$ cat src/verilog/touch_scan_pkg.sv
package touch_scan_pkg;

  // ==========================================================
  // Matrix geometry
  localparam int NUM_LINES = 8;
  localparam int NUM_KEYS  = 64;
  localparam int LINE_W    = 3;
  localparam int KEY_W     = 6;
  localparam int BL_W      = 8;
  localparam int DIL_W     = 8;
  localparam int CNT_W     = 12;

  // ==========================================================
  // Timing
  localparam int CLK_MHZ     = 100;
  localparam int DWELL_NS    = 125;
  localparam int DWELL_CYC   = (DWELL_NS * CLK_MHZ + 999) / 1000;
  localparam int PULSE_LO_NS = 500;
  localparam int PULSE_LO_CYC = (PULSE_LO_NS * CLK_MHZ + 999) / 1000;
  localparam int CS_RESET_NS = 1000;
  localparam int CS_RESET_CYC = (CS_RESET_NS * CLK_MHZ + 999) / 1000;
  localparam int ADC_MAX_NS  = 40000;
  localparam int ADC_MAX_CYC = (ADC_MAX_NS * CLK_MHZ) / 1000;

  // ==========================================================
  // Reset values
  localparam logic [CNT_W-1:0] NO_TRIP_VAL = 12'hfff;

  // ==========================================================
  // Sequencer states
  typedef enum logic [2:0] {
    ST_IDLE,
    ST_FIND,
    ST_CSRST,
    ST_HI,
    ST_LO,
    ST_CONV,
    ST_REPORT
  } scan_state_t;

endpackage
$ cat src/verilog/rx_channel.sv
`timescale 1ns/10ps
module rx_channel
  import touch_scan_pkg::*;
(
  // Clock and reset
  input  wire logic             clk_i,
  input  wire logic             rst_i,
  // Sequencer control
  input  wire logic             clr_i,
  input  wire logic             en_i,
  input  wire logic             win_i,
  input  wire logic [BL_W-1:0]  pulse_i,
  input  wire logic [BL_W-1:0]  burst_len_i,
  input  wire logic             conv_i,
  input  wire logic [CNT_W-1:0] time_i,
  // Synchronised comparator
  input  wire logic             cmp_i,
  // Outputs
  output logic                  cap_o,
  output logic [CNT_W-1:0]      val_o,
  output logic                  done_o
);

  logic             done_r;
  logic             done_nxt;
  logic [CNT_W-1:0] val_r;
  logic [CNT_W-1:0] val_nxt;

  // Line pulsed by all, charge kept only for this key's own count
  assign cap_o = win_i & en_i & (pulse_i < burst_len_i);

  // ==========================================================
  // Single-slope conversion latch
  always_comb begin
    done_nxt = done_r;
    val_nxt  = val_r;
    if (clr_i) begin
      done_nxt = 1'b0;
      val_nxt  = NO_TRIP_VAL;
    end else if (conv_i && en_i && cmp_i && !done_r) begin
      done_nxt = 1'b1;
      val_nxt  = time_i;
    end
  end

  always_ff @(posedge clk_i or posedge rst_i) begin
    if (rst_i) begin
      done_r <= 1'b0;
      val_r  <= NO_TRIP_VAL;
    end else begin
      done_r <= done_nxt;
      val_r  <= val_nxt;
    end
  end

  assign val_o  = val_r;
  assign done_o = done_r;

  // ==========================================================
  // Checks
  AST_CAP_LIMIT: assert property (
    @(posedge clk_i) disable iff (rst_i)
    cap_o |-> (en_i && win_i && (pulse_i < burst_len_i)))
    else $error("capture outside key burst length");

  AST_VAL_HOLD: assert property (
    @(posedge clk_i) disable iff (rst_i)
    (done_r && !clr_i) |=> (done_r && $stable(val_r)))
    else $error("converted value changed before clear");

endmodule // rx_channel

$ cat src/verilog/touch_matrix_scan_sequencer.sv
`timescale 1ns/10ps
// Notes on behaviour
// - Key index is receive line times eight plus drive line.
// - A fresh scan starts at the lowest drive line with an enabled key, receive line zero.
// - Drive lines go in ascending order; receive lines ascend within.
// - All keys on a drive line share one burst of pulses.
// - Burst on one drive line ends before the next line is excited.
// - After each burst every enabled receive line is converted, then reported.
// - Each receive line captures only for its key's burst length.
// - Disabled keys are left out of acquisition and results.
// - Drive lines with no enabled key get no timeslot at all.
// - Detect integrator limit zero means disabled, nonzero enabled.
// - Per-line slot time does not depend on how many lines are skipped.
module touch_matrix_scan_sequencer
  import touch_scan_pkg::*;
(
  // Clock and reset
  input  wire logic                        CORE_CLK_I,
  input  wire logic                        SYS_RST_I,
  // Configuration, same clock domain
  input  wire logic                        SCAN_EN_I,
  input  wire logic [NUM_KEYS*BL_W-1:0]    BURST_LEN_I,
  input  wire logic [NUM_KEYS*DIL_W-1:0]   DET_INT_LIMIT_I,
  // Matrix side
  output logic      [NUM_LINES-1:0]        X_DRIVE_O,
  output logic      [NUM_LINES-1:0]        Y_CAPTURE_O,
  output logic                             CS_RESET_O,
  output logic                             ADC_RAMP_O,
  input  wire logic [NUM_LINES-1:0]        Y_CMP_I,
  // Result stream
  output logic                             RES_VALID_O,
  output logic      [KEY_W-1:0]            RES_KEY_O,
  output logic      [CNT_W-1:0]            RES_DATA_O,
  output logic                             SCAN_DONE_O,
  output logic      [LINE_W-1:0]           ACTIVE_LINE_O
);

  // ==========================================================
  // Declarations
  scan_state_t           state_r;
  scan_state_t           state_nxt;
  logic [LINE_W-1:0]     line_r;
  logic [LINE_W-1:0]     line_nxt;
  logic [BL_W-1:0]       pulse_r;
  logic [BL_W-1:0]       pulse_nxt;
  logic [CNT_W-1:0]      tmr_r;
  logic [CNT_W-1:0]      tmr_nxt;
  logic [LINE_W-1:0]     rpt_r;
  logic [LINE_W-1:0]     rpt_nxt;
  logic                  first_r;
  logic                  first_nxt;
  logic [NUM_LINES-1:0]  drive_r;
  logic [NUM_LINES-1:0]  drive_nxt;
  logic                  done_r;
  logic                  done_nxt;
  logic                  res_valid_r;
  logic                  res_valid_nxt;
  logic [KEY_W-1:0]      res_key_r;
  logic [KEY_W-1:0]      res_key_nxt;
  logic [CNT_W-1:0]      res_data_r;
  logic [CNT_W-1:0]      res_data_nxt;

  logic [NUM_LINES-1:0]  cmp_s1_r;
  logic [NUM_LINES-1:0]  cmp_s2_r;

  logic [NUM_KEYS-1:0]   key_en;
  logic [NUM_LINES-1:0]  line_has_key;
  logic                  any_key;
  logic [LINE_W-1:0]     lowest_line;
  logic [LINE_W-1:0]     line_fwd;
  logic                  found_fwd;
  logic [NUM_LINES-1:0]  rx_en;
  logic [BL_W-1:0]       rx_bl [NUM_LINES];
  logic [BL_W-1:0]       burst_max;
  logic [NUM_LINES-1:0]  chan_done;
  logic [CNT_W-1:0]      chan_val [NUM_LINES];
  logic                  all_done;
  logic                  ch_clr;
  logic                  ch_win;
  logic                  ch_conv;

  // ==========================================================
  // Comparator synchroniser
  always_ff @(posedge CORE_CLK_I or posedge SYS_RST_I) begin
    if (SYS_RST_I) begin
      cmp_s1_r <= '0;
      cmp_s2_r <= '0;
    end else begin
      cmp_s1_r <= Y_CMP_I;
      cmp_s2_r <= cmp_s1_r;
    end
  end

  // ==========================================================
  // Key enables and line selection
  always_comb begin
    key_en       = '0;
    line_has_key = '0;
    lowest_line  = '0;
    line_fwd     = '0;
    found_fwd    = 1'b0;
    for (int k = 0; k < NUM_KEYS; k++) begin
      key_en[k] = |DET_INT_LIMIT_I[k*DIL_W +: DIL_W];
    end
    for (int x = 0; x < NUM_LINES; x++) begin
      for (int y = 0; y < NUM_LINES; y++) begin
        if (key_en[y*NUM_LINES + x]) begin
          line_has_key[x] = 1'b1;
        end
      end
    end
    // Downward walk leaves the lowest qualifying index
    for (int i = NUM_LINES - 1; i >= 0; i--) begin
      if (line_has_key[i]) begin
        lowest_line = LINE_W'(i);
      end
      if (line_has_key[i] && (first_r || (i > int'(line_r)))) begin
        line_fwd  = LINE_W'(i);
        found_fwd = 1'b1;
      end
    end
  end

  assign any_key = |line_has_key;

  // Per receive line settings of the current drive line
  always_comb begin
    rx_en     = '0;
    burst_max = '0;
    for (int y = 0; y < NUM_LINES; y++) begin
      rx_en[y] = key_en[y*NUM_LINES + int'(line_r)];
      rx_bl[y] = BURST_LEN_I[(y*NUM_LINES + int'(line_r))*BL_W +: BL_W];
      if (rx_en[y] && (rx_bl[y] > burst_max)) begin
        burst_max = rx_bl[y];
      end
    end
  end

  assign all_done = &(chan_done | ~rx_en);

  // ==========================================================
  // Receive channels
  assign ch_clr  = (state_r == ST_CSRST);
  assign ch_win  = (state_r == ST_HI);
  assign ch_conv = (state_r == ST_CONV);

  generate
    for (genvar g = 0; g < NUM_LINES; g++) begin : g_rx
      rx_channel u_rx (
        .clk_i       (CORE_CLK_I),
        .rst_i       (SYS_RST_I),
        .clr_i       (ch_clr),
        .en_i        (rx_en[g]),
        .win_i       (ch_win),
        .pulse_i     (pulse_r),
        .burst_len_i (rx_bl[g]),
        .conv_i      (ch_conv),
        .time_i      (tmr_r),
        .cmp_i       (cmp_s2_r[g]),
        .cap_o       (Y_CAPTURE_O[g]),
        .val_o       (chan_val[g]),
        .done_o      (chan_done[g])
      );
    end
  endgenerate

  // ==========================================================
  // Scan sequencer
  always_comb begin
    state_nxt     = state_r;
    line_nxt      = line_r;
    pulse_nxt     = pulse_r;
    tmr_nxt       = tmr_r;
    rpt_nxt       = rpt_r;
    first_nxt     = first_r;
    done_nxt      = 1'b0;
    res_valid_nxt = 1'b0;
    res_key_nxt   = res_key_r;
    res_data_nxt  = res_data_r;
    case (state_r)
      ST_IDLE: begin
        first_nxt = 1'b1;
        if (SCAN_EN_I && any_key) begin
          state_nxt = ST_FIND;
        end
      end
      ST_FIND: begin
        if (!SCAN_EN_I || !any_key) begin
          state_nxt = ST_IDLE;
        end else begin
          // Skipped lines cost nothing; wrap to the lowest live line
          line_nxt  = found_fwd ? line_fwd : lowest_line;
          done_nxt  = !found_fwd;
          first_nxt = 1'b0;
          tmr_nxt   = '0;
          state_nxt = ST_CSRST;
        end
      end
      ST_CSRST: begin
        tmr_nxt = tmr_r + CNT_W'(1);
        if (tmr_r == CNT_W'(CS_RESET_CYC - 1)) begin
          tmr_nxt   = '0;
          pulse_nxt = '0;
          state_nxt = (burst_max == '0) ? ST_CONV : ST_HI;
        end
      end
      ST_HI: begin
        tmr_nxt = tmr_r + CNT_W'(1);
        if (tmr_r == CNT_W'(DWELL_CYC - 1)) begin
          tmr_nxt   = '0;
          state_nxt = ST_LO;
        end
      end
      ST_LO: begin
        tmr_nxt = tmr_r + CNT_W'(1);
        if (tmr_r == CNT_W'(PULSE_LO_CYC - 1)) begin
          tmr_nxt   = '0;
          pulse_nxt = pulse_r + BL_W'(1);
          // Slot length set by this line's settings only
          if ((pulse_r + BL_W'(1)) == burst_max) begin
            state_nxt = ST_CONV;
          end else begin
            state_nxt = ST_HI;
          end
        end
      end
      ST_CONV: begin
        tmr_nxt = tmr_r + CNT_W'(1);
        // Timeout keeps a stuck comparator from stalling the scan
        if (all_done || (tmr_r == CNT_W'(ADC_MAX_CYC - 1))) begin
          tmr_nxt   = '0;
          rpt_nxt   = '0;
          state_nxt = ST_REPORT;
        end
      end
      ST_REPORT: begin
        res_valid_nxt = rx_en[rpt_r];
        res_key_nxt   = {rpt_r, line_r};
        res_data_nxt  = chan_val[rpt_r];
        rpt_nxt       = rpt_r + LINE_W'(1);
        if (rpt_r == LINE_W'(NUM_LINES - 1)) begin
          state_nxt = ST_FIND;
        end
      end
      default: begin
        state_nxt = ST_IDLE;
      end
    endcase
    drive_nxt = (state_nxt == ST_HI) ?
                (NUM_LINES'(1) << line_nxt) : '0;
  end

  always_ff @(posedge CORE_CLK_I or posedge SYS_RST_I) begin
    if (SYS_RST_I) begin
      state_r     <= ST_IDLE;
      line_r      <= '0;
      pulse_r     <= '0;
      tmr_r       <= '0;
      rpt_r       <= '0;
      first_r     <= 1'b1;
      drive_r     <= '0;
      done_r      <= 1'b0;
      res_valid_r <= 1'b0;
      res_key_r   <= '0;
      res_data_r  <= '0;
    end else begin
      state_r     <= state_nxt;
      line_r      <= line_nxt;
      pulse_r     <= pulse_nxt;
      tmr_r       <= tmr_nxt;
      rpt_r       <= rpt_nxt;
      first_r     <= first_nxt;
      drive_r     <= drive_nxt;
      done_r      <= done_nxt;
      res_valid_r <= res_valid_nxt;
      res_key_r   <= res_key_nxt;
      res_data_r  <= res_data_nxt;
    end
  end

  assign X_DRIVE_O     = drive_r;
  assign CS_RESET_O    = (state_r == ST_CSRST);
  assign ADC_RAMP_O    = (state_r == ST_CONV);
  assign RES_VALID_O   = res_valid_r;
  assign RES_KEY_O     = res_key_r;
  assign RES_DATA_O    = res_data_r;
  assign SCAN_DONE_O   = done_r;
  assign ACTIVE_LINE_O = line_r;

  // ==========================================================
  // Checks
  AST_START_ZERO: assert property (
    @(posedge CORE_CLK_I) disable iff (SYS_RST_I)
    (state_r == ST_FIND && first_r && SCAN_EN_I && line_has_key[0])
    |=> (line_r == '0))
    else $error("scan did not start at drive line zero");

  AST_ASCEND: assert property (
    @(posedge CORE_CLK_I) disable iff (SYS_RST_I)
    (state_r == ST_FIND && SCAN_EN_I && found_fwd && !first_r)
    |=> (line_r > $past(line_r)))
    else $error("drive line did not ascend");

  AST_ONE_LINE: assert property (
    @(posedge CORE_CLK_I) disable iff (SYS_RST_I)
    (X_DRIVE_O != '0) |-> ($onehot(X_DRIVE_O) && X_DRIVE_O[line_r]
                           && state_r == ST_HI))
    else $error("drive not the single current line");

  AST_LINE_HOLD: assert property (
    @(posedge CORE_CLK_I) disable iff (SYS_RST_I)
    $changed(line_r) |-> ($past(state_r) == ST_FIND))
    else $error("drive line changed inside a burst");

  AST_REPORT_RUN: assert property (
    @(posedge CORE_CLK_I) disable iff (SYS_RST_I)
    $rose(state_r == ST_REPORT) |->
    ($past(state_r) == ST_CONV) and
    ((state_r == ST_REPORT)[*8] ##1 (state_r == ST_FIND)))
    else $error("report pass not eight cycles after conversion");

  AST_SKIP_DISABLED: assert property (
    @(posedge CORE_CLK_I) disable iff (SYS_RST_I)
    RES_VALID_O |-> key_en[RES_KEY_O])
    else $error("result reported for a disabled key");

  AST_LIVE_LINE: assert property (
    @(posedge CORE_CLK_I) disable iff (SYS_RST_I)
    (state_r == ST_CSRST) |-> line_has_key[line_r])
    else $error("timeslot given to a line with no enabled key");

  AST_WRAP_LOWEST: assert property (
    @(posedge CORE_CLK_I) disable iff (SYS_RST_I)
    (state_r == ST_FIND && SCAN_EN_I && any_key && !found_fwd)
    |=> (line_r == $past(lowest_line)) && SCAN_DONE_O)
    else $error("scan did not restart at lowest enabled line");

  COV_SKIP_LINE: cover property (
    @(posedge CORE_CLK_I) disable iff (SYS_RST_I)
    $changed(line_r) && (line_r > $past(line_r) + LINE_W'(1)));

  COV_WRAP: cover property (
    @(posedge CORE_CLK_I) disable iff (SYS_RST_I)
    SCAN_DONE_O);

  COV_RESULT: cover property (
    @(posedge CORE_CLK_I) disable iff (SYS_RST_I)
    RES_VALID_O && (RES_DATA_O != NO_TRIP_VAL));

endmodule // touch_matrix_scan_sequencer

$ cat config.mk
export PLATFORM = sky130hd
export DESIGN_NAME = touch_matrix_scan_sequencer
export DESIGN_NICKNAME = d
export VERILOG_FILES = /design/src/verilog/touch_scan_pkg.sv /design/src/verilog/rx_channel.sv /design/src/verilog/touch_matrix_scan_sequencer.sv
export SDC_FILE = /design/constraint.sdc
export NUM_CORES = 1
export LEC_CHECK = 0
export BUFFER_PORTS_ARGS = -buffer_cell sky130_fd_sc_hd__buf_4
export CORE_AREA = 2 2 413 415
export DETAILED_ROUTE_END_ITERATION = 16
export DIE_AREA = 0 0 415 417
export GPL_ROUTABILITY_DRIVEN = 0
export PLACE_DENSITY = 0.38
export SLEW_MARGIN = 30
export SYNTH_ARGS = -nofsm -noshare
export SYNTH_HDL_FRONTEND = slang
export SYNTH_SLANG_ARGS = --single-unit
export TNS_END_PERCENT = 50
$ cat constraint.sdc
create_clock -name CORE_CLK_I -period 18.95 [get_ports CORE_CLK_I]
set_clock_uncertainty 0.05 [all_clocks]
set_input_delay 2.8425 -clock CORE_CLK_I [delete_from_list [all_inputs] [get_ports CORE_CLK_I]]
set_output_delay 2.8425 -clock CORE_CLK_I [all_outputs]
set_load 0.01 [all_outputs]
==> flow_summary.ini, run 1 <==
[run_status]
status = completed

[setup_path]
critPathSlowestCell = or4b_4
slowest_delay_ns = 0.56
rrSetupSlack_ns = 2.65
crit_type = primary input to register
required_ns = 19.23
critPathLaunchType = primary input
crit_arrival_ns = 18.03
worst_setup_path_end_kind = register
cp_max_fo = 16
worst_path_most_repeated_cell = ha_1

[finish]
multiInputGateArea_um2 = 13000
final_util_pct = 17.7
drive_gt1_share_pct = 51.4
regArea_um2 = 4590
fillers = 18800
nets = 4107
area_growth_pct = 63.6

[sta]
post-route-period-util_pct = 93.6
timing.final.max_slew_violations = 0
relSlewSlack_pct = 36.0
hold_viol = 0
setup_violations = 0
fin_ws_ns = 1.20
worstMarginPinSlew_ns = 0.933
layout_min_cycle_time_ns = 17.75
max_freq_mhz = 56.3

[global_route]
grt_pass1_wl_mm = 175
grt_overflow = 0
grt_max_degree = 101
grt_pass1_vias = 20800
grt.total_usage_pct = 14.6
antenna_found_initial = 40

[clock_tree]
cts_tree = done
htreeDepth = 4
clock_path_buffers = 2
clk_pin_slew_ns = 0.08
numCtsBuffers = 17
clock_sinks = 178
clkLatencyLatePin_ns = 0.45
cts_root_buf = clkbuf_16

[die]
design.die.area_um2 = 173000
ios = 1076
start_util_pct = 10.8
die_y_um = 417
die_w_um = 415
rows = 151
coreArea_um2 = 169000

[placement]
dp_slack_ns = 0.280
io_buffers = 1075
dp_hpwl_mm = 113

[logic_synthesis]
synth_nets = 3077
async_reset_ff_share_pct = 100
syn_area_um2 = 18300
synth-edff-count = 0
yosysWarningCount = 0
synth_xor_area_share_pct = 0.809
yosys.area_share.simple_pct = 22.5
synth_top_family_by_area = multiplexers
synth_cell_types = 92
syn_inst = 1934
synth_compound_area_share_pct = 11.5
synthAdderAreaFrac_pct = 7.47
synth-main-ff-cell = dfstp_2
ys_seq_area_share_pct = 25.1
avgSynthCellArea_um2 = 9.44
yosys_register_bits = 178
synth_mux_area_share_pct = 28.1

[job]
max_cap_violations = 0

[detailed_routing]
routedWlPerCell_um = 25.4
routed_via_density = 3.98
ant_nets = 0
drt_iter0_drc = 1503
vias = 20700
drc = 0
dr.pass1.iters = 5
routed_wl_mm = 132

[pwr]
p_per_area_nw_per_um2 = 251
seqPwrFrac_pct = 6.4
p_sw_w = 0.00432
combPwrFrac_pct = 88.5
peakVddDrop_uv = 551
swShare_pct = 57.6
p_int_w = 0.00318
cellLeakagePower_nw = 12.6
pwr-share-clk_pct = 5.2

[worst_hold_path]
min_path_type = register to register
flip-flops by register name, indices dropped and copies added (netlist names):
signal	cells
g_rx.u_rx.done_o	8
ACTIVE_LINE_O	3
pulse_r	8
RES_KEY_O	6
RES_DATA_O	12
X_DRIVE_O	8
first_r	1
RES_VALID_O	1
g_rx.u_rx.val_o	96
cmp_s1_r	8
tmr_r	12
rpt_r	3
cmp_s2_r	8
SCAN_DONE_O	1
state_r	3
logic make-up after synthesis:
family                     Yosys count
and+or+nand+nor                    826
AOI/OAI and AO/OA                  308
muxes                              298
buffers and inverters              199
DFF                                178
adders and majority gates          109
xor gates and xnor gates            16
worst paths after layout:
| path | start | endpoint | depth (start not counted) |
|---|---|---|---|
| max | DET_INT_LIMIT_I[53] | X_DRIVE_O[3]$_DFF_PP0_ | 73 |
| min | cmp_s1_r[6]$_DFF_PP0_ | cmp_s2_r[6]$_DFF_PP0_ | 0 |
| max reg2reg | ACTIVE_LINE_O[1]$_DFF_PP0_ | X_DRIVE_O[3]$_DFF_PP0_ | 72 |
| min reg2reg | cmp_s1_r[6]$_DFF_PP0_ | cmp_s2_r[6]$_DFF_PP0_ | 0 |
| max in group asynchronous | SYS_RST_I | ACTIVE_LINE_O[0]$_DFF_PP0_ | 3 |
| min in group asynchronous | SYS_RST_I | cmp_s1_r[3]$_DFF_PP0_ | 2 |
synthesized netlist by cell type, drive strengths merged, types with 22 or more instances:
| library cell | number | area [um^2] |
|---|---|---|
| a21oi | 62 | 314 |
| and3 | 23 | 144 |
| buf | 49 | 277 |
| clkbuf | 70 | 263 |
| dfrtp | 81 | 2030 |
| dfstp | 97 | 2550 |
| ha | 108 | 1350 |
| inv | 76 | 285 |
| mux2 | 32 | 364 |
| mux2i | 100 | 1010 |
| mux4 | 166 | 3750 |
| nand2 | 307 | 1160 |
| nand2b | 24 | 150 |
| nand3 | 115 | 576 |
| nand4 | 26 | 163 |
| nor2 | 95 | 373 |
| nor4 | 140 | 882 |
| o211ai | 22 | 165 |
| o21a | 23 | 173 |
| o21ai | 92 | 464 |
critical path, delay by kind of cell:
kind	cells	cell delay, ns
compound gates	29	5.91
simple gates	31	5.81
mux	2	0.78
buf+inv	4	0.65
fa+ha+maj	7	2.00
placed cells by master, fill, tap and decap left out, types with 78 or more instances in the layout:
cell and instances:
buf_4 1126, dfrtp_1 78, dfstp_2 97, ha_1 108, mux2i_1 91, mux4_2 164
nand2_1 304, nand3_1 115, nor2_1 94, nor4_1 127, o21ai_0 84
power groups by stage:
| stage | clock [W] | sequential, W | combinational, W |
|---|---|---|---|
| 2_1_floorplan | 0 | 0.000440 | 0.00473 |
| 3_3_place_gp | 0 | 0.000487 | 0.00628 |
| 3_5_place_dp | 0 | 0.000486 | 0.00632 |
| 4_1_cts | 0.000399 | 0.000480 | 0.00635 |
| 5_1_grt | 0.000413 | 0.000485 | 0.00730 |
| 6_report | 0.000388 | 0.000477 | 0.00663 |
what timing repair did:
item,CTS,global route
setup buffers,0,1
gates resized for setup,0,25
hold buffers,0,0
setup endpoints to repair,0,10
metal layers:
metal / vias up / wire, um / track usage, %
li1: 9482 / - / -
met1: 10200 / 57900 / 19.6
met2: 920 / 63000 / 24.2
met3: 85 / 9310 / 3.19
met4: 14 / 1710 / 2.09
met5: - / 85 / 0
stage by stage:
step / cells / hold slack, ns / cell area (um^2) / total power, W / setup TNS (ns)
2_1_floorplan: 1934 / 0.281 / 18300 / 0.00517 / 0
3_3_place_gp: 5162 / 0.287 / 29000 / 0.00676 / 0
3_5_place_dp: 5162 / 0.298 / 29100 / 0.00680 / 0
4_1_cts: 5194 / 0.317 / 29700 / 0.00722 / 0
5_1_grt: 5197 / 0.320 / 29800 / 0.00819 / -0.0857
6_report: 5205 / 0.311 / 29900 / 0.00750 / 0
final cells by class:
| type | count | share of cell area (%) |
|---|---|---|
| diodes | 10 | 0.0838 |
| clock buffers | 17 | 1.42 |
| clock inverters | 15 | 0.692 |
| multi-input cells | 1557 | 43.6 |
| repair buffers | 1130 | 28.5 |
| flip-flops and latches | 178 | 15.4 |
| well taps | 2218 | 9.30 |
| inverters | 80 | 1.03 |
Note: power is estimated with default switching activity, not from simulation.
==> run 2: changes to the inputs <==
--- a/config.mk
+++ b/config.mk
@@ -6,11 +6,13 @@
 export NUM_CORES = 1
 export LEC_CHECK = 0
 export BUFFER_PORTS_ARGS = -buffer_cell sky130_fd_sc_hd__buf_4
-export CORE_AREA = 2 2 413 415
+export CELL_PAD_IN_SITES_DETAIL_PLACEMENT = 1
+export CELL_PAD_IN_SITES_GLOBAL_PLACEMENT = 1
+export CORE_AREA = 2 2 418 420
 export DETAILED_ROUTE_END_ITERATION = 16
-export DIE_AREA = 0 0 415 417
+export DIE_AREA = 0 0 420 422
 export GPL_ROUTABILITY_DRIVEN = 0
-export PLACE_DENSITY = 0.38
+export PLACE_DENSITY = 0.45
 export SLEW_MARGIN = 30
 export SYNTH_ARGS = -nofsm -noshare
 export SYNTH_HDL_FRONTEND = slang
==> constraint.sdc (replaced) <==
create_clock -name CORE_CLK_I -period 15 [get_ports CORE_CLK_I]
set_clock_uncertainty 0.05 [all_clocks]
set_input_delay 2.25 -clock CORE_CLK_I [delete_from_list [all_inputs] [get_ports CORE_CLK_I]]
set_output_delay 2.25 -clock CORE_CLK_I [all_outputs]
set_load 0.01 [all_outputs]
==> flow_summary.ini, run 2 (same netlist as run 1, synthesis figures left out) <==
[placement]
dp_cells = 5451
io_buffers = 1075
dp_hpwl_mm = 119
dp_slack_ns = -1.80

[finish]
drive_gt1_share_pct = 58.0
mostFrequentLayoutCell = buf_4
regArea_um2 = 4590
most-common-layout-cells = buf_4, nand2_1, mux4_2
multiInputGateArea_um2 = 13800
nets = 4339
fin_cells = 5543
largest_register_ffs = 96
area_growth_pct = 78.6
fillers = 20300

[sta]
setup_violations = 10
post-route-period-util_pct = 102
layout_min_cycle_time_ns = 15.25
fin_ws_ns = -0.254
timing.final.max_slew_violations = 0
max_freq_mhz = 65.6
rsz0062_at_grt = yes
hold_viol = 0
worstMarginPinSlew_ns = 0.962
relSlewSlack_pct = 35.3

[worst_hold_path]
min_path_type = register to register

[clock_tree]
cts_root_buf = clkbuf_16
cts_tree = done
clk_pin_slew_ns = 0.07
clkLatencyLatePin_ns = 0.45
clock_path_buffers = 2
clock_sinks = 178
numCtsBuffers = 17
hold_buffers = 0
htreeDepth = 4

[die]
ios = 1076
rows = 153
coreArea_um2 = 173000
die_w_um = 420
die_y_um = 422
start_util_pct = 10.6
design.die.area_um2 = 177000

[global_route]
grt_pass1_vias = 23600
grt_max_degree = 97
grt_pass1_wl_mm = 188
antenna_found_initial = 27
grt.total_usage_pct = 15.0
grt_overflow = 0

[setup_path]
critPathLaunchType = primary input
critPathSlowestCell = or4b_4
crit_type = primary input to register
cp_max_fo = 8
slowest_delay_ns = 0.55
required_ns = 15.27
crit_arrival_ns = 15.52
worst_setup_path_end_kind = register
worst_path_most_repeated_cell = buf_4

[run_status]
status = finished, violations left
violations = negative setup slack

[detailed_routing]
routed_wl_mm = 138
drc = 0
drt_iter0_drc = 1065
routed_via_density = 3.89
routedWlPerCell_um = 25.0
vias = 21600
ant_nets = 0
dr.pass1.iters = 5

[job]
max_cap_violations = 0
[run 2: cell types whose count changed in the layout (fill, tap and decap cells not counted), sizes merged, moves of 2 or more]
| cell | before | now |
|---|---|---|
| buf | 1130 | 1360 |
| clkinv | 7 | 9 |
| clkbuf | 17 | 21 |
| clkinvlp | 0 | 2 |
| or2 | 8 | 10 |
| inv | 86 | 79 |
[run 2: layout make-up]
cell class,instances,area share (%)
Antenna cell,9,0.0691
Clock buffer,21,1.38
Clock inverter,11,0.319
Inverter,80,0.937
Multi-Input combinational cell,1559,42.5
Sequential cell,178,14.1
Tap cell,2325,8.93
Timing Repair Buffer,1360,31.8
[run 2: layer usage]
layer | up-vias | track usage, % | routed length (um)
li1 | 9941 | - | -
met3 | 91 | 1.87 | 6690
met4 | 8 | 2.89 | 2550
met1 | 10800 | 19.0 | 58500
met2 | 696 | 27.0 | 70500
met5 | - | 0 | 54
[run 2: critical path, delay by kind of cell]
kind | cells | cell delay (ns)
compound gates | 32 | 5.44
simple gates | 22 | 3.77
fa+ha+maj | 7 | 1.75
buf+inv | 12 | 1.63
mux | 2 | 0.69
[run 2: metrics by stage]
step / setup TNS [ns] / hold WS (ns) / util (%) / instance area [um^2]
after detailed placement: -17.11 / 0.286 / 17.9 / 30900
after global routing: -8.98 / 0.311 / 18.8 / 32600
after CTS: -1.51 / 0.304 / 18.6 / 32200
after floorplan: -8.04 / 0.281 / - / 18600
after global placement: -14.69 / 0.286 / 17.9 / 30900
final: -2.18 / 0.302 / 18.9 / 32600
[run 2: final timing paths]
check | start | end | slack (ns) | depth (start not counted)
min | cmp_s1_r[7]$_DFF_PP0_ | cmp_s2_r[7]$_DFF_PP0_ | 0.30 | 0
max in group asynchronous | SYS_RST_I | RES_KEY_O[3]$_DFFE_PP0P_ | 11.39 | 4
max | DET_INT_LIMIT_I[5] | X_DRIVE_O[2]$_DFF_PP0_ | -0.25 | 75
min reg2reg | cmp_s1_r[7]$_DFF_PP0_ | cmp_s2_r[7]$_DFF_PP0_ | 0.30 | 0
min in group asynchronous | SYS_RST_I | SCAN_DONE_O$_DFF_PP0_ | 1.81 | 2
max reg2reg | ACTIVE_LINE_O[0]$_DFF_PP0_ | X_DRIVE_O[2]$_DFF_PP0_ | 0.77 | 73
[run 2: what timing repair did]
item	in CTS	in global routing
setup buffers	44	6
cloned	2	0
gates resized for setup	81	58
pin swaps	49	20
setup endpoints to repair	10	10
Power of run 2 is not shown: default switching activity piles up to over one toggle a cycle in this logic, so the estimate is an artifact.
